===== src/shared/pil_defines.svh =====
/*
  constants of the processor interrupt levels block: codes, offsets,
  field positions, reset values and timing counts.
  assumes a 20 mhz pclk and a 32-bit apb master.
*/
// What this block does
// - zero fraction add gives significance code, double-masked
// - zero divisor fraction gives divide code
// - indirect flag bit 5 gives indirect code
// - more than 8 control words gives specification
// - t bit zero suppressed, one terminated
// - analysis level unmasked, trace 01, monitor 00
// - trace table full or instruction done in monitor mode requests
// - supervisor call copies immediate field, unmaskable
// - supervisor call length code binary 0 1
// - external mask bit 2 holds requests pending
// - masked external requests merge by or
// - external taken after instruction, length code 0
// - external code bit per source, msb first
// - timer request on count 1 to 0 or status word
// - timer mask bit 3, merged, after completion
// - nonzero timer status words written even masked
// - i/o levels masked by bits 4 to 11
// - status words only in initiation sequence
// - 16 ms stall timer restarts per instruction
// - wait and initial load retrigger stall timer
// - emulation microprogram retriggers stall timer
// - stall expiry suppressed when stopped or stepping
`ifndef PIL_DEFINES_SVH
`define PIL_DEFINES_SVH

`define PIL_CODE_SIGNIF     8'h0e
`define PIL_CODE_FPDIV      8'h0f
`define PIL_CODE_INDADR     8'h25
`define PIL_CODE_INDSPEC    8'h26
`define PIL_CODE_T_BIT      4
`define PIL_CODE_TRACE      8'h01
`define PIL_CODE_MONITOR    8'h00
`define PIL_ILC_SVC         2'h1
`define PIL_ILC_ZERO        2'h0
`define PIL_IND_FLAG_BIT    5
`define PIL_IND_MAX         4'h8
`define PIL_TRACE_WORDS     8'h80

`define PIL_PSW_PX_BIT      1
`define PIL_PSW_EXT_BIT     2
`define PIL_PSW_TMR_BIT     3
`define PIL_PSW_IO_LO       4
`define PIL_PSW_SIG_BIT     39

`define PIL_OFS_PSWLO       12'h000
`define PIL_OFS_PSWHI       12'h004
`define PIL_OFS_CTRL        12'h008
`define PIL_OFS_PEND        12'h00c
`define PIL_OFS_EXTCODE     12'h010
`define PIL_OFS_TAKE        12'h014
`define PIL_OFS_STATUS      12'h018

`define PIL_RST_PSW         64'h0000000000000000
`define PIL_STALL_MS        16
`define PIL_CLK_KHZ         20000
`define PIL_STALL_CYC       (`PIL_STALL_MS * `PIL_CLK_KHZ)

`endif


===== src/shared/pil_pkg.sv =====
/*
  types of the processor interrupt levels block.
  assumes pil_defines.svh is included by the design.
*/
package pil_pkg;
  typedef enum logic [1:0] {pil_idle, pil_run, pil_expired} pil_stall_t;
endpackage : pil_pkg


===== src/design/pil_levels.sv =====
/*
  processor interrupt levels: program exception coding, analysis,
  supervisor call, external, timer and eight i/o levels, stall check,
  with an apb register slave.
  assumes the execution unit pulses its event inputs for one pclk and
  takes a level only while instr_done_i or iis_start_i is high.
*/
`timescale 1ns/1ps
`default_nettype none
`include "pil_defines.svh"

module pil_levels
  import pil_pkg::*;
#(
  parameter int unsigned STALL_CYC = `PIL_STALL_CYC,
  parameter int unsigned IO_LVLS   = 8
)(
  input  wire logic        pclk,
  input  wire logic        presetn,
  input  wire logic        psel,
  input  wire logic        penable,
  input  wire logic        pwrite,
  input  wire logic [11:0] paddr,
  input  wire logic [31:0] pwdata,
  output logic      [31:0] prdata,
  output logic             pready,
  output logic             pslverr,
  input  wire logic        fp_addsub_zero_i,
  input  wire logic        fp_div_zero_i,
  input  wire logic        ind_word_i,
  input  wire logic [7:0]  ind_word_data_i,
  input  wire logic        ind_start_i,
  input  wire logic        instr_term_i,
  input  wire logic        trace_write_i,
  input  wire logic        monitor_mode_i,
  input  wire logic        svc_i,
  input  wire logic [7:0]  svc_imm_i,
  input  wire logic [7:0]  ext_req_i,
  input  wire logic        tmr_dec_to_zero_i,
  input  wire logic        tmr_csw_i,
  input  wire logic [31:0] tmr_csw_data_i,
  input  wire logic [7:0]  io_req_i,
  input  wire logic [7:0]  io_relieve_i,
  input  wire logic        instr_start_i,
  input  wire logic        instr_done_i,
  input  wire logic        iis_start_i,
  input  wire logic        wait_i,
  input  wire logic        init_load_i,
  input  wire logic        emul_retrig_i,
  input  wire logic        stopped_i,
  input  wire logic        step_mode_i,
  output logic             prog_exc_o,
  output logic      [7:0]  prog_code_o,
  output logic             ana_req_o,
  output logic      [7:0]  ana_code_o,
  output logic             svc_req_o,
  output logic      [7:0]  svc_code_o,
  output logic      [1:0]  ilc_o,
  output logic             ext_req_o,
  output logic      [7:0]  ext_code_o,
  output logic             tmr_req_o,
  output logic             tmr_csw_we_o,
  output logic      [31:0] tmr_csw_o,
  output logic      [7:0]  io_req_o,
  output logic             io_csw_en_o,
  output logic             mchk_req_o
);

  // ----------------------------------------------------------------
  // state
  // ----------------------------------------------------------------
  typedef struct packed {
    logic [63:0] program_status_word;
    logic [3:0]  ind_cnt;
    logic [7:0]  trace_cnt;
    logic        prog_exc;
    logic [7:0]  prog_code;
    logic        ana;
    logic [7:0]  ana_code;
    logic        svc;
    logic [7:0]  svc_code;
    logic [1:0]  instruction_length_code;
    logic        ext_p;
    logic [7:0]  ext_code;
    logic        tmr_p;
    logic        csw_we;
    logic [31:0] channel_status_word;
    logic [7:0]  io_p;
    logic [31:0] stall_cnt;
    pil_stall_t  stall;
    logic        mchk;
    logic [31:0] rdata;
  } pil_state_t;

  pil_state_t s_q;
  pil_state_t s_d;

  logic        wr;
  logic        rd;
  logic        take_w;
  logic [5:0]  take_v;
  logic [7:0]  io_take;
  logic        retrig;
  logic [31:0] stall_lim;

  assign wr        = psel & penable & pwrite;
  assign rd        = psel & ~penable & ~pwrite;
  assign take_w    = wr && (paddr == `PIL_OFS_TAKE);
  assign take_v    = take_w ? pwdata[5:0] : 6'h00;
  assign io_take   = take_w ? pwdata[15:8] : 8'h00;
  assign stall_lim = STALL_CYC - 1;
  assign retrig    = instr_start_i | iis_start_i | wait_i | init_load_i
                   | emul_retrig_i;

  // ----------------------------------------------------------------
  // next state
  // ----------------------------------------------------------------
  always_comb
  begin
    s_d          = s_q;
    s_d.prog_exc = 1'b0;
    s_d.csw_we   = 1'b0;
    if (ind_start_i)
    begin
      s_d.ind_cnt = 4'h0;
    end
    else if (ind_word_i && s_q.ind_cnt != 4'hf)
    begin
      s_d.ind_cnt = s_q.ind_cnt + 4'h1;
    end
    if (fp_addsub_zero_i && s_q.program_status_word[`PIL_PSW_SIG_BIT]
        && s_q.program_status_word[`PIL_PSW_PX_BIT])
    begin
      s_d.prog_exc  = 1'b1;
      s_d.prog_code = `PIL_CODE_SIGNIF
                    | {3'h0, instr_term_i, 4'h0};
    end
    else if (fp_div_zero_i)
    begin
      s_d.prog_exc  = 1'b1;
      s_d.prog_code = `PIL_CODE_FPDIV | {3'h0, instr_term_i, 4'h0};
    end
    else if (ind_word_i && ind_word_data_i[`PIL_IND_FLAG_BIT])
    begin
      s_d.prog_exc  = 1'b1;
      s_d.prog_code = `PIL_CODE_INDADR | {3'h0, instr_term_i, 4'h0};
    end
    else if (ind_word_i && s_q.ind_cnt >= `PIL_IND_MAX)
    begin
      s_d.prog_exc  = 1'b1;
      s_d.prog_code = `PIL_CODE_INDSPEC | {3'h0, instr_term_i, 4'h0};
    end
    if (trace_write_i)
    begin
      s_d.trace_cnt = s_q.trace_cnt + 8'h01;
    end
    if (take_v[0])
    begin
      s_d.ana = 1'b0;
    end
    if (trace_write_i && s_q.trace_cnt == `PIL_TRACE_WORDS - 8'h01)
    begin
      s_d.ana       = 1'b1;
      s_d.ana_code  = `PIL_CODE_TRACE;
      s_d.trace_cnt = 8'h00;
    end
    else if (monitor_mode_i && instr_done_i)
    begin
      s_d.ana      = 1'b1;
      s_d.ana_code = `PIL_CODE_MONITOR;
    end
    if (take_v[1])
    begin
      s_d.svc = 1'b0;
    end
    if (svc_i)
    begin
      s_d.svc      = 1'b1;
      s_d.svc_code = svc_imm_i;
    end
    s_d.instruction_length_code = (svc_i || (s_q.svc && !take_v[1])) ? `PIL_ILC_SVC
                                                 : `PIL_ILC_ZERO;
    if (take_v[2])
    begin
      s_d.ext_p    = 1'b0;
      s_d.ext_code = 8'h00;
    end
    if (|ext_req_i)
    begin
      s_d.ext_p    = 1'b1;
      s_d.ext_code = (take_v[2] ? 8'h00 : s_q.ext_code) | ext_req_i;
    end
    if (take_v[3])
    begin
      s_d.tmr_p = 1'b0;
    end
    if (tmr_dec_to_zero_i || tmr_csw_i)
    begin
      s_d.tmr_p = 1'b1;
    end
    if (tmr_csw_i && |tmr_csw_data_i)
    begin
      s_d.csw_we = 1'b1;
      s_d.channel_status_word    = tmr_csw_data_i;
    end
    s_d.io_p = (s_q.io_p & ~io_take & ~io_relieve_i) | io_req_i;
    if (take_v[4])
    begin
      s_d.mchk = 1'b0;
    end
    unique case (s_q.stall)
      pil_idle:
      begin
        if (retrig)
        begin
          s_d.stall     = pil_run;
          s_d.stall_cnt = 32'h0;
        end
      end
      pil_run:
      begin
        if (retrig)
        begin
          s_d.stall_cnt = 32'h0;
        end
        else if (stopped_i || step_mode_i)
        begin
          s_d.stall_cnt = 32'h0;
        end
        else if (s_q.stall_cnt >= stall_lim)
        begin
          s_d.stall = pil_expired;
          s_d.mchk  = 1'b1;
        end
        else
        begin
          s_d.stall_cnt = s_q.stall_cnt + 32'h1;
        end
      end
      pil_expired:
      begin
        if (retrig)
        begin
          s_d.stall     = pil_run;
          s_d.stall_cnt = 32'h0;
        end
      end
    endcase
    if (wr && paddr == `PIL_OFS_PSWLO)
    begin
      s_d.program_status_word[31:0] = pwdata;
    end
    if (wr && paddr == `PIL_OFS_PSWHI)
    begin
      s_d.program_status_word[63:32] = pwdata;
    end
    if (rd)
    begin
      unique case (paddr)
        `PIL_OFS_PSWLO:   s_d.rdata = s_q.program_status_word[31:0];
        `PIL_OFS_PSWHI:   s_d.rdata = s_q.program_status_word[63:32];
        `PIL_OFS_PEND:    s_d.rdata = {s_q.io_p, 19'h0, s_q.mchk,
                                       s_q.tmr_p, s_q.ext_p, s_q.svc,
                                       s_q.ana};
        `PIL_OFS_EXTCODE: s_d.rdata = {24'h0, s_q.ext_code};
        `PIL_OFS_STATUS:  s_d.rdata = {22'h0, s_q.stall, s_q.trace_cnt};
        default:          s_d.rdata = 32'h0;
      endcase
    end
  end

  always_ff @(posedge pclk or negedge presetn)
  begin
    if (!presetn)
    begin
      s_q       <= '0;
      s_q.program_status_word   <= `PIL_RST_PSW;
      s_q.stall <= pil_idle;
    end
    else
    begin
      s_q <= s_d;
    end
  end

  // ----------------------------------------------------------------
  // outputs
  // ----------------------------------------------------------------
  genvar g;
  generate
    for (g = 0; g < IO_LVLS; g++)
    begin : g_io
      assign io_req_o[g] = s_q.io_p[g] & s_q.program_status_word[`PIL_PSW_IO_LO + g]
                         & instr_done_i;
    end
  endgenerate

  assign prdata       = s_q.rdata;
  assign pready       = 1'b1;
  assign pslverr      = 1'b0;
  assign prog_exc_o   = s_q.prog_exc;
  assign prog_code_o  = s_q.prog_code;
  assign ana_req_o    = s_q.ana & instr_done_i;
  assign ana_code_o   = s_q.ana_code;
  assign svc_req_o    = s_q.svc;
  assign svc_code_o   = s_q.svc_code;
  assign ilc_o        = s_q.instruction_length_code;
  assign ext_req_o    = s_q.ext_p & s_q.program_status_word[`PIL_PSW_EXT_BIT]
                      & instr_done_i;
  assign ext_code_o   = s_q.ext_code;
  assign tmr_req_o    = s_q.tmr_p & s_q.program_status_word[`PIL_PSW_TMR_BIT]
                      & instr_done_i;
  assign tmr_csw_we_o = s_q.csw_we;
  assign tmr_csw_o    = s_q.channel_status_word;
  assign io_csw_en_o  = iis_start_i & (|io_req_o);
  assign mchk_req_o   = s_q.mchk;

  // ----------------------------------------------------------------
  // assertions
  // ----------------------------------------------------------------
  a_signif_code: assert property (@(posedge pclk) disable iff (!presetn)
    fp_addsub_zero_i && s_q.program_status_word[39] && s_q.program_status_word[1] |=>
    prog_exc_o && {prog_code_o[7:5], prog_code_o[3:0]} == 7'h0e)
    else $error("significance code wrong");
  a_fpdiv_code: assert property (@(posedge pclk) disable iff (!presetn)
    fp_div_zero_i && !(fp_addsub_zero_i && s_q.program_status_word[39] && s_q.program_status_word[1])
    |=> {prog_code_o[7:5], prog_code_o[3:0]} == 7'h0f)
    else $error("divide code wrong");
  a_t_bit: assert property (@(posedge pclk) disable iff (!presetn)
    fp_div_zero_i |=> prog_code_o[4] == $past(instr_term_i))
    else $error("t bit wrong");
  a_svc_copy: assert property (@(posedge pclk) disable iff (!presetn)
    svc_i |=> svc_req_o && svc_code_o == $past(svc_imm_i)
    && ilc_o == 2'h1)
    else $error("svc code not copied");
  a_ext_merge: assert property (@(posedge pclk) disable iff (!presetn)
    !take_v[2] |=> (ext_code_o & $past(s_q.ext_code))
    == $past(s_q.ext_code))
    else $error("external merge lost bits");
  a_ext_mask: assert property (@(posedge pclk) disable iff (!presetn)
    !s_q.program_status_word[2] |-> !ext_req_o)
    else $error("external not masked");
  a_tmr_csw: assert property (@(posedge pclk) disable iff (!presetn)
    tmr_csw_i && tmr_csw_data_i != 32'h0 |=> tmr_csw_we_o
    && tmr_csw_o == $past(tmr_csw_data_i))
    else $error("timer csw not written");
  a_stall_inhibit: assert property (@(posedge pclk) disable iff (!presetn)
    (stopped_i || step_mode_i) && !retrig && s_q.stall == pil_run
    |=> s_q.stall_cnt == 32'h0)
    else $error("stall not inhibited");
  a_io_mask: assert property (@(posedge pclk) disable iff (!presetn)
    (io_req_o & ~s_q.program_status_word[11:4]) == 8'h00)
    else $error("io level not masked");
  c_ext_merge: cover property (@(posedge pclk) disable iff (!presetn)
    ext_req_i != 8'h00 ##[1:5] ext_req_i != 8'h00);
  c_mchk: cover property (@(posedge pclk) disable iff (!presetn)
    s_d.mchk && !s_q.mchk);
  c_trace: cover property (@(posedge pclk) disable iff (!presetn)
    ana_req_o && ana_code_o == 8'h01);

endmodule : pil_levels
`default_nettype wire


===== config.mk =====
export PLATFORM = sky130hd
export DESIGN_NAME = pil_levels
export DESIGN_NICKNAME = d
export VERILOG_FILES = /design/src/shared/pil_pkg.sv /design/src/design/pil_levels.sv
export VERILOG_INCLUDE_DIRS = /design/src /design/src/shared
export SDC_FILE = /design/constraint.sdc
export NUM_CORES = 1
export LEC_CHECK = 0
export BUFFER_PORTS_ARGS = -buffer_cell sky130_fd_sc_hd__buf_2
export CAP_MARGIN = 20
export CELL_PAD_IN_SITES_DETAIL_PLACEMENT = 0
export CELL_PAD_IN_SITES_GLOBAL_PLACEMENT = 1
export CORE_ASPECT_RATIO = 1.5
export CORE_MARGIN = 2
export CORE_UTILIZATION = 44
export DETAILED_ROUTE_END_ITERATION = 8
export MAX_ROUTING_LAYER = met4
export PLACE_DENSITY = 0.93
export SYNTH_ARGS = -nofsm -noshare
export SYNTH_HDL_FRONTEND = slang
export SYNTH_SLANG_ARGS = --single-unit

===== constraint.sdc =====
create_clock -name pclk -period 5.6 [get_ports pclk]
set_input_delay 1.12 -clock pclk [delete_from_list [all_inputs] [get_ports pclk]]
set_output_delay 1.12 -clock pclk [all_outputs]
set_load 0.03 [all_outputs]

==> Word-level counts from Yosys, hierarchy flattened <==
Index checks and enable logic that the tools add are counted.
{ "classes": {"n_bitwise": 38, "n_reduce_logical": 32, "add_sub_neg": 3, "mux": 33, "order_cmp": 2, "eq_ne": 14} }
{ "op_table": {"columns": ["op", "n"], "rows": [
  ["case mux 32 bit (5 select lines)", 1],
  ["two-way mux 32 bit", 3],
  ["two-way mux 9 bit", 9],
  ["case mux 34 bit (2 select lines)", 1],
  ["== test 12 x 5 -> 1 bit, second input constant", 3],
  ["two-way mux 34 bit", 1],
  ["two-way mux 33 bit", 1],
  ["adder 32 x 1 -> 32 bit, second input constant", 1],
  ["greater-or-equal comparator 32 x 19 -> 1 bit, second input constant", 1],
  ["two-way mux 8 bit", 4],
  ["OR reduction 32 bit", 1],
  ["AND 1 bit", 26],
  ["AND 8 bit", 2],
  ["inverter 8 bit", 2],
  ["bitwise OR 8 bit", 2],
  ["OR reduction 8 bit", 2],
  ["== test 12 x 3 -> 1 bit, second input constant", 1],
  ["== test 12 x 4 -> 1 bit, second input constant", 1],
  ["logical AND 1 bit", 12],
  ["zero test 12 bit", 1],
  ["nonzero test 2 bit", 6],
  ["two-way mux 3 bit", 3],
  ["adder 8 x 1 -> 8 bit, second input constant", 1],
  ["== test 8 x 7 -> 1 bit, second input constant", 1],
  ["other kinds (20)", 36]
]} }
{ "word_totals": {"word_cells": 143, "output_inout_bits": 116, "inputBits": 139, "regBits": 222} }

==> Logic depth before layout (Yosys ltp) <==
{ "depth": {"word_depth": 9, "ltp_mapped": 8, "ltp_nobuf": 7} }

==> Worst setup path after synthesis <==
OpenSTA, ideal clock, no wires.
{ "synth_timing": {"path_type": "input-to-output", "start": "in instr_done_i", "end": "out io_csw_en_o", "setup_slack_ps": 1966, "arrival_ps": 2514, "required_ps": 4480, "stages": 4, "path_buffers": 1, "path_cell_list": "clkbuf_1 > and3_1 > nor4_1 > a21boi_0"} }
{ "synth_via": {"elab_chain_cells": 3, "word_cells_on_any_way": 10, "cone_classes": "bitwise (9); reduce/logical (1)"} }
{ "synth_lines": {"columns": ["item", "line", "text"], "rows": [
  ["start: declaration", "pil_levels.sv:45", "input wire logic instr_done_i,"],
  ["AND 1 bit", "pil_levels.sv:293", "assign io_req_o[g] = s_q.io_p[g] & s_q.program_status_word[`PIL_PSW_IO_LO + g]"],
  ["via io_req_o[2]", "pil_levels.sv:64", "output logic [7:0] io_req_o,"],
  ["OR reduction 8 bit", "pil_levels.sv:315", "assign io_csw_en_o = iis_start_i & (|io_req_o);"],
  ["AND 1 bit", "pil_levels.sv:315", null],
  ["end: declaration", "pil_levels.sv:65", "output logic io_csw_en_o,"]
]} }
The timed path passes the listed nets, and every way through them passes these cells.

==> Worst setup path after layout <==
{ "layout_timing": {"start": "in instr_done_i", "end": "out io_csw_en_o"} }
{ "layout_via": {"elab_chain_cells": 3, "word_cells_on_any_way": 10, "cone_classes": "bitwise (9); reduce/logical (1)"} }
{ "layout_lines": {"columns": ["item", "line"], "rows": [
  ["AND 1 bit", "pil_levels.sv:293"],
  ["OR reduction 8 bit (*)", "pil_levels.sv:315"],
  ["AND 1 bit (*)", "pil_levels.sv:315"]
]} }
Mark *: on every way between the ends. The rest lies on a longest branch, timed or not.

==> impl_metrics.py <==
metrics = {
    "routing": {
        "route.detailed.drc": 0,
        "vias_per_cell": 5.541,
        "first_iter_violations": 554,
        "dr_total_vias": 7901,
        "drt_wl_total_mm": 26.07,
        "wl_per_cell_um": 18.28,
        "drt_pre_antenna_iters": 5,
        "postRouteAntennaNets": 0,
    },
    "yosys": {
        "yosys.area.top_type_share": 0.5207,
        "ys_types": 60,
        "synth_cells": 982,
        "synthesis.area_um2": 10240,
        "yosysTopAreaCell": "dfrtp_1",
        "ys.flop_type": "dfrtp_1",
        "synth-seq-area-share": 0.5207,
        "ys_seq_elements": 213,
        "async_flop_share": 1.000,
        "synthTopCellsByArea": "dfrtp_1 52%, mux2_2 8.8%, buf_4 7.3%",
        "synth-edff-count": 0,
        "yosysWarnings": 0,
        "avgSynthCellArea_um2": 10.42,
    },
    "cells_and_area": {
        "fill_cells": 2078,
        "drive_gt1_frac": 0.3389,
        "fin_util": 0.5148,
        "nets": 1267,
        "multiInputGateArea_um2": 3974,
        "seqCellArea_um2": 5330,
        "final_cells": 1426,
        "syn_to_final_growth_pct": 15.52,
    },
    "die": {
        "ios": 255,
        "die_h_um": 190.8,
        "core.rowCount": 68,
        "start_util": 0.4456,
        "fp.dieW_um": 128.5,
        "core_um2": 22970,
        "die_area_um2": 24530,
    },
    "worst_setup_path": {
        "path_class": "input port to output pin",
        "path_max_fanout": 13,
        "critPathCaptureType": "output pin",
        "cp-start-kind": "input port",
        "crit_arrival_ps": 2830,
        "required_ps": 4480,
    },
    "clocking": {
        "hold_buffers": 0,
        "htree_levels": 1,
        "cts_resized": 0,
        "insertion_delay_ps": 510,
        "path_clk_slew_ps": 60,
        "cts_sinks": 213,
        "cts_tree": "built",
        "postCtsSetupRepairBufs": 0,
        "clockBufferDepth": 3,
        "cts-root-buf": "clkbuf_16",
        "cts_inserted_buffers": 22,
    },
    "global_route": {
        "grt.total_usage": 0.2154,
        "overflow": 0,
        "antenna_found_initial": 7,
        "grt_pass1_wl_mm": 40.53,
        "grt_pass1_vias": 7818,
        "grt_max_degree": 132,
    },
    "power": {
        "power.leakage_nw": 5.768,
        "p_total_w": 0.003579,
        "power.density_nw_per_um2": 302.6,
        "vdd_ir_drop_max_mv": 0.1778,
    },
    "placement": {
        "port_buffers": 235,
        "dp_hpwl_mm": 18.71,
        "dpl.cell_count": 1379,
        "routabilityCongestion": 0.8309,
    },
    "job": {
        "maxCapViolations": 0,
    },
    "status": {
        "status": "finished, final reports clean",
    },
    "sta": {
        "relSlewSlack": 0.2360,
        "fin_crit_ps": 3955,
        "fmax_mhz": 252.8,
        "fin_hold_ws_ps": 466.0,
        "skew_ps": 17.04,
        "final_max_slew_viol_count": 0,
        "rsz0062_at_grt": "no",
        "fin_crit_sh": 0.7062,
        "fin_setup_tns_ps": 0,
        "worstMarginPinSlew_ps": 1140,
        "finalSetupViolCount": 0,
        "hold_viol": 0,
    },
    "hold_path": {
        "min_path_type": "flip-flop to flip-flop",
    },
}
layer usage:
layer  wire [um]  up-vias  track usage
met5           0        -            -
met4        1182        0       0.1087
met3        1492       73      0.03367
met2       13580      261       0.3723
met1        9809     3903       0.2403
li1            -     3664            -
where the power goes:
| part | internal [W] | switching, W | total (W) |
|---|---|---|---|
| combinational | 0.000120 | 0.000228 | 0.000348 |
| sequential | 0.00160 | 0.0000501 | 0.00165 |
| clock | 0.000974 | 0.000604 | 0.00158 |
| total | 0.00270 | 0.000881 | 0.00358 |
worst paths after layout:
check	startpoint	end	slack, ps	depth (start not counted)
worst max register to register	s_q[33]	s_q[45]	2870	5
min in group asynchronous	presetn	svc_code_o[4]	680	1
worst max-delay path	instr_done_i	io_csw_en_o	1650	5
worst min-delay path	tmr_csw_o[13]	tmr_csw_o[13]	470	2
worst min register to register	tmr_csw_o[13]	tmr_csw_o[13]	470	2
max in group asynchronous	presetn	s_q[43]	3680	2
cell families (layout without fill, tap and decap cells):
| logic type | count (synthesis) | after routing | share of synthesized area |
|---|---|---|---|
| and+or+nand+nor | 318 | 318 | 0.1441 |
| DFF | 213 | 213 | 0.5207 |
| AOI/OAI and AO/OA | 187 | 187 | 0.1244 |
| buffers and inverters | 159 | 306 | 0.09900 |
| muxes | 91 | 91 | 0.09936 |
| xor gates and xnor gates | 8 | 8 | 0.006845 |
| adders and majority gates | 4 | 4 | 0.004889 |
| other | 2 | 19 | 0.0007336 |
layout by cell type, fill, tap and decap left out, types with 5 or more instances in the layout:
master / n
nand2b_1: 7
diode_2: 7
and2_1: 6
buf_2: 234
a31oi_1: 10
a21oi_1: 19
clkbuf_16: 23
a21o_1: 17
mux2_1: 5
nor4_1: 21
o31ai_1: 23
a31o_2: 8
a221o_1: 5
dfrtp_1: 213
conb_1: 12
mux2i_1: 6
mux2_2: 80
and3_1: 12
inv_1: 19
nor3_1: 11
xnor2_1: 5
o21ai_0: 55
nand2_1: 168
nand4_1: 12
and4_1: 6
nor2_1: 42
nand3_1: 14
a22oi_1: 21
buf_4: 11
worst max-delay path: stages:
cell	delay (ps)
buf_2	210
and3_1	240
nor4_1	830
a21boi_0	190
buf_2	240
cell type report:
type | instances | area share
multi-input cells | 620 | 0.3360
clock buffers | 30 | 0.05343
clock inverters | 9 | 0.01259
flip-flops and latches | 213 | 0.4507
inverters | 19 | 0.006030
repair buffers | 248 | 0.1101
diodes | 7 | 0.001481
well taps | 280 | 0.02962
state kept, by name, summed over array words and instances (netlist names):
register and count:
prog_code_o 6, prdata 32, svc_req_o 1, ilc_o 1
prog_exc_o 1, ana_code_o 1, mchk_req_o 1, tmr_csw_o 32
tmr_csw_we_o 1, s_q 121, ext_code_o 8, svc_code_o 8
cells in the mapped netlist, drive strengths merged (5+ instances only):
cell,n
a21o,17
a21oi,19
a221o,5
a22oi,21
a31o,9
a31oi,10
and2,6
and3,13
and4,6
buf,113
clkbuf,27
dfrtp,213
inv,19
mux2,85
mux2i,6
nand2,168
nand2b,7
nand3,14
nand4,12
nor2,42
nor3,15
nor4,23
o21ai,56
o31ai,24
xnor2,5
metrics by stage:
stage          setup slack [ps]  area, um^2
6_report                   1645       11830
5_1_grt                    1692       11830
4_1_cts                    1704       11800
3_5_place_dp               1627       11010
3_3_place_gp               1703       11010
2_1_floorplan              1966       10270
Note: power is estimated with default switching activity, not from simulation.
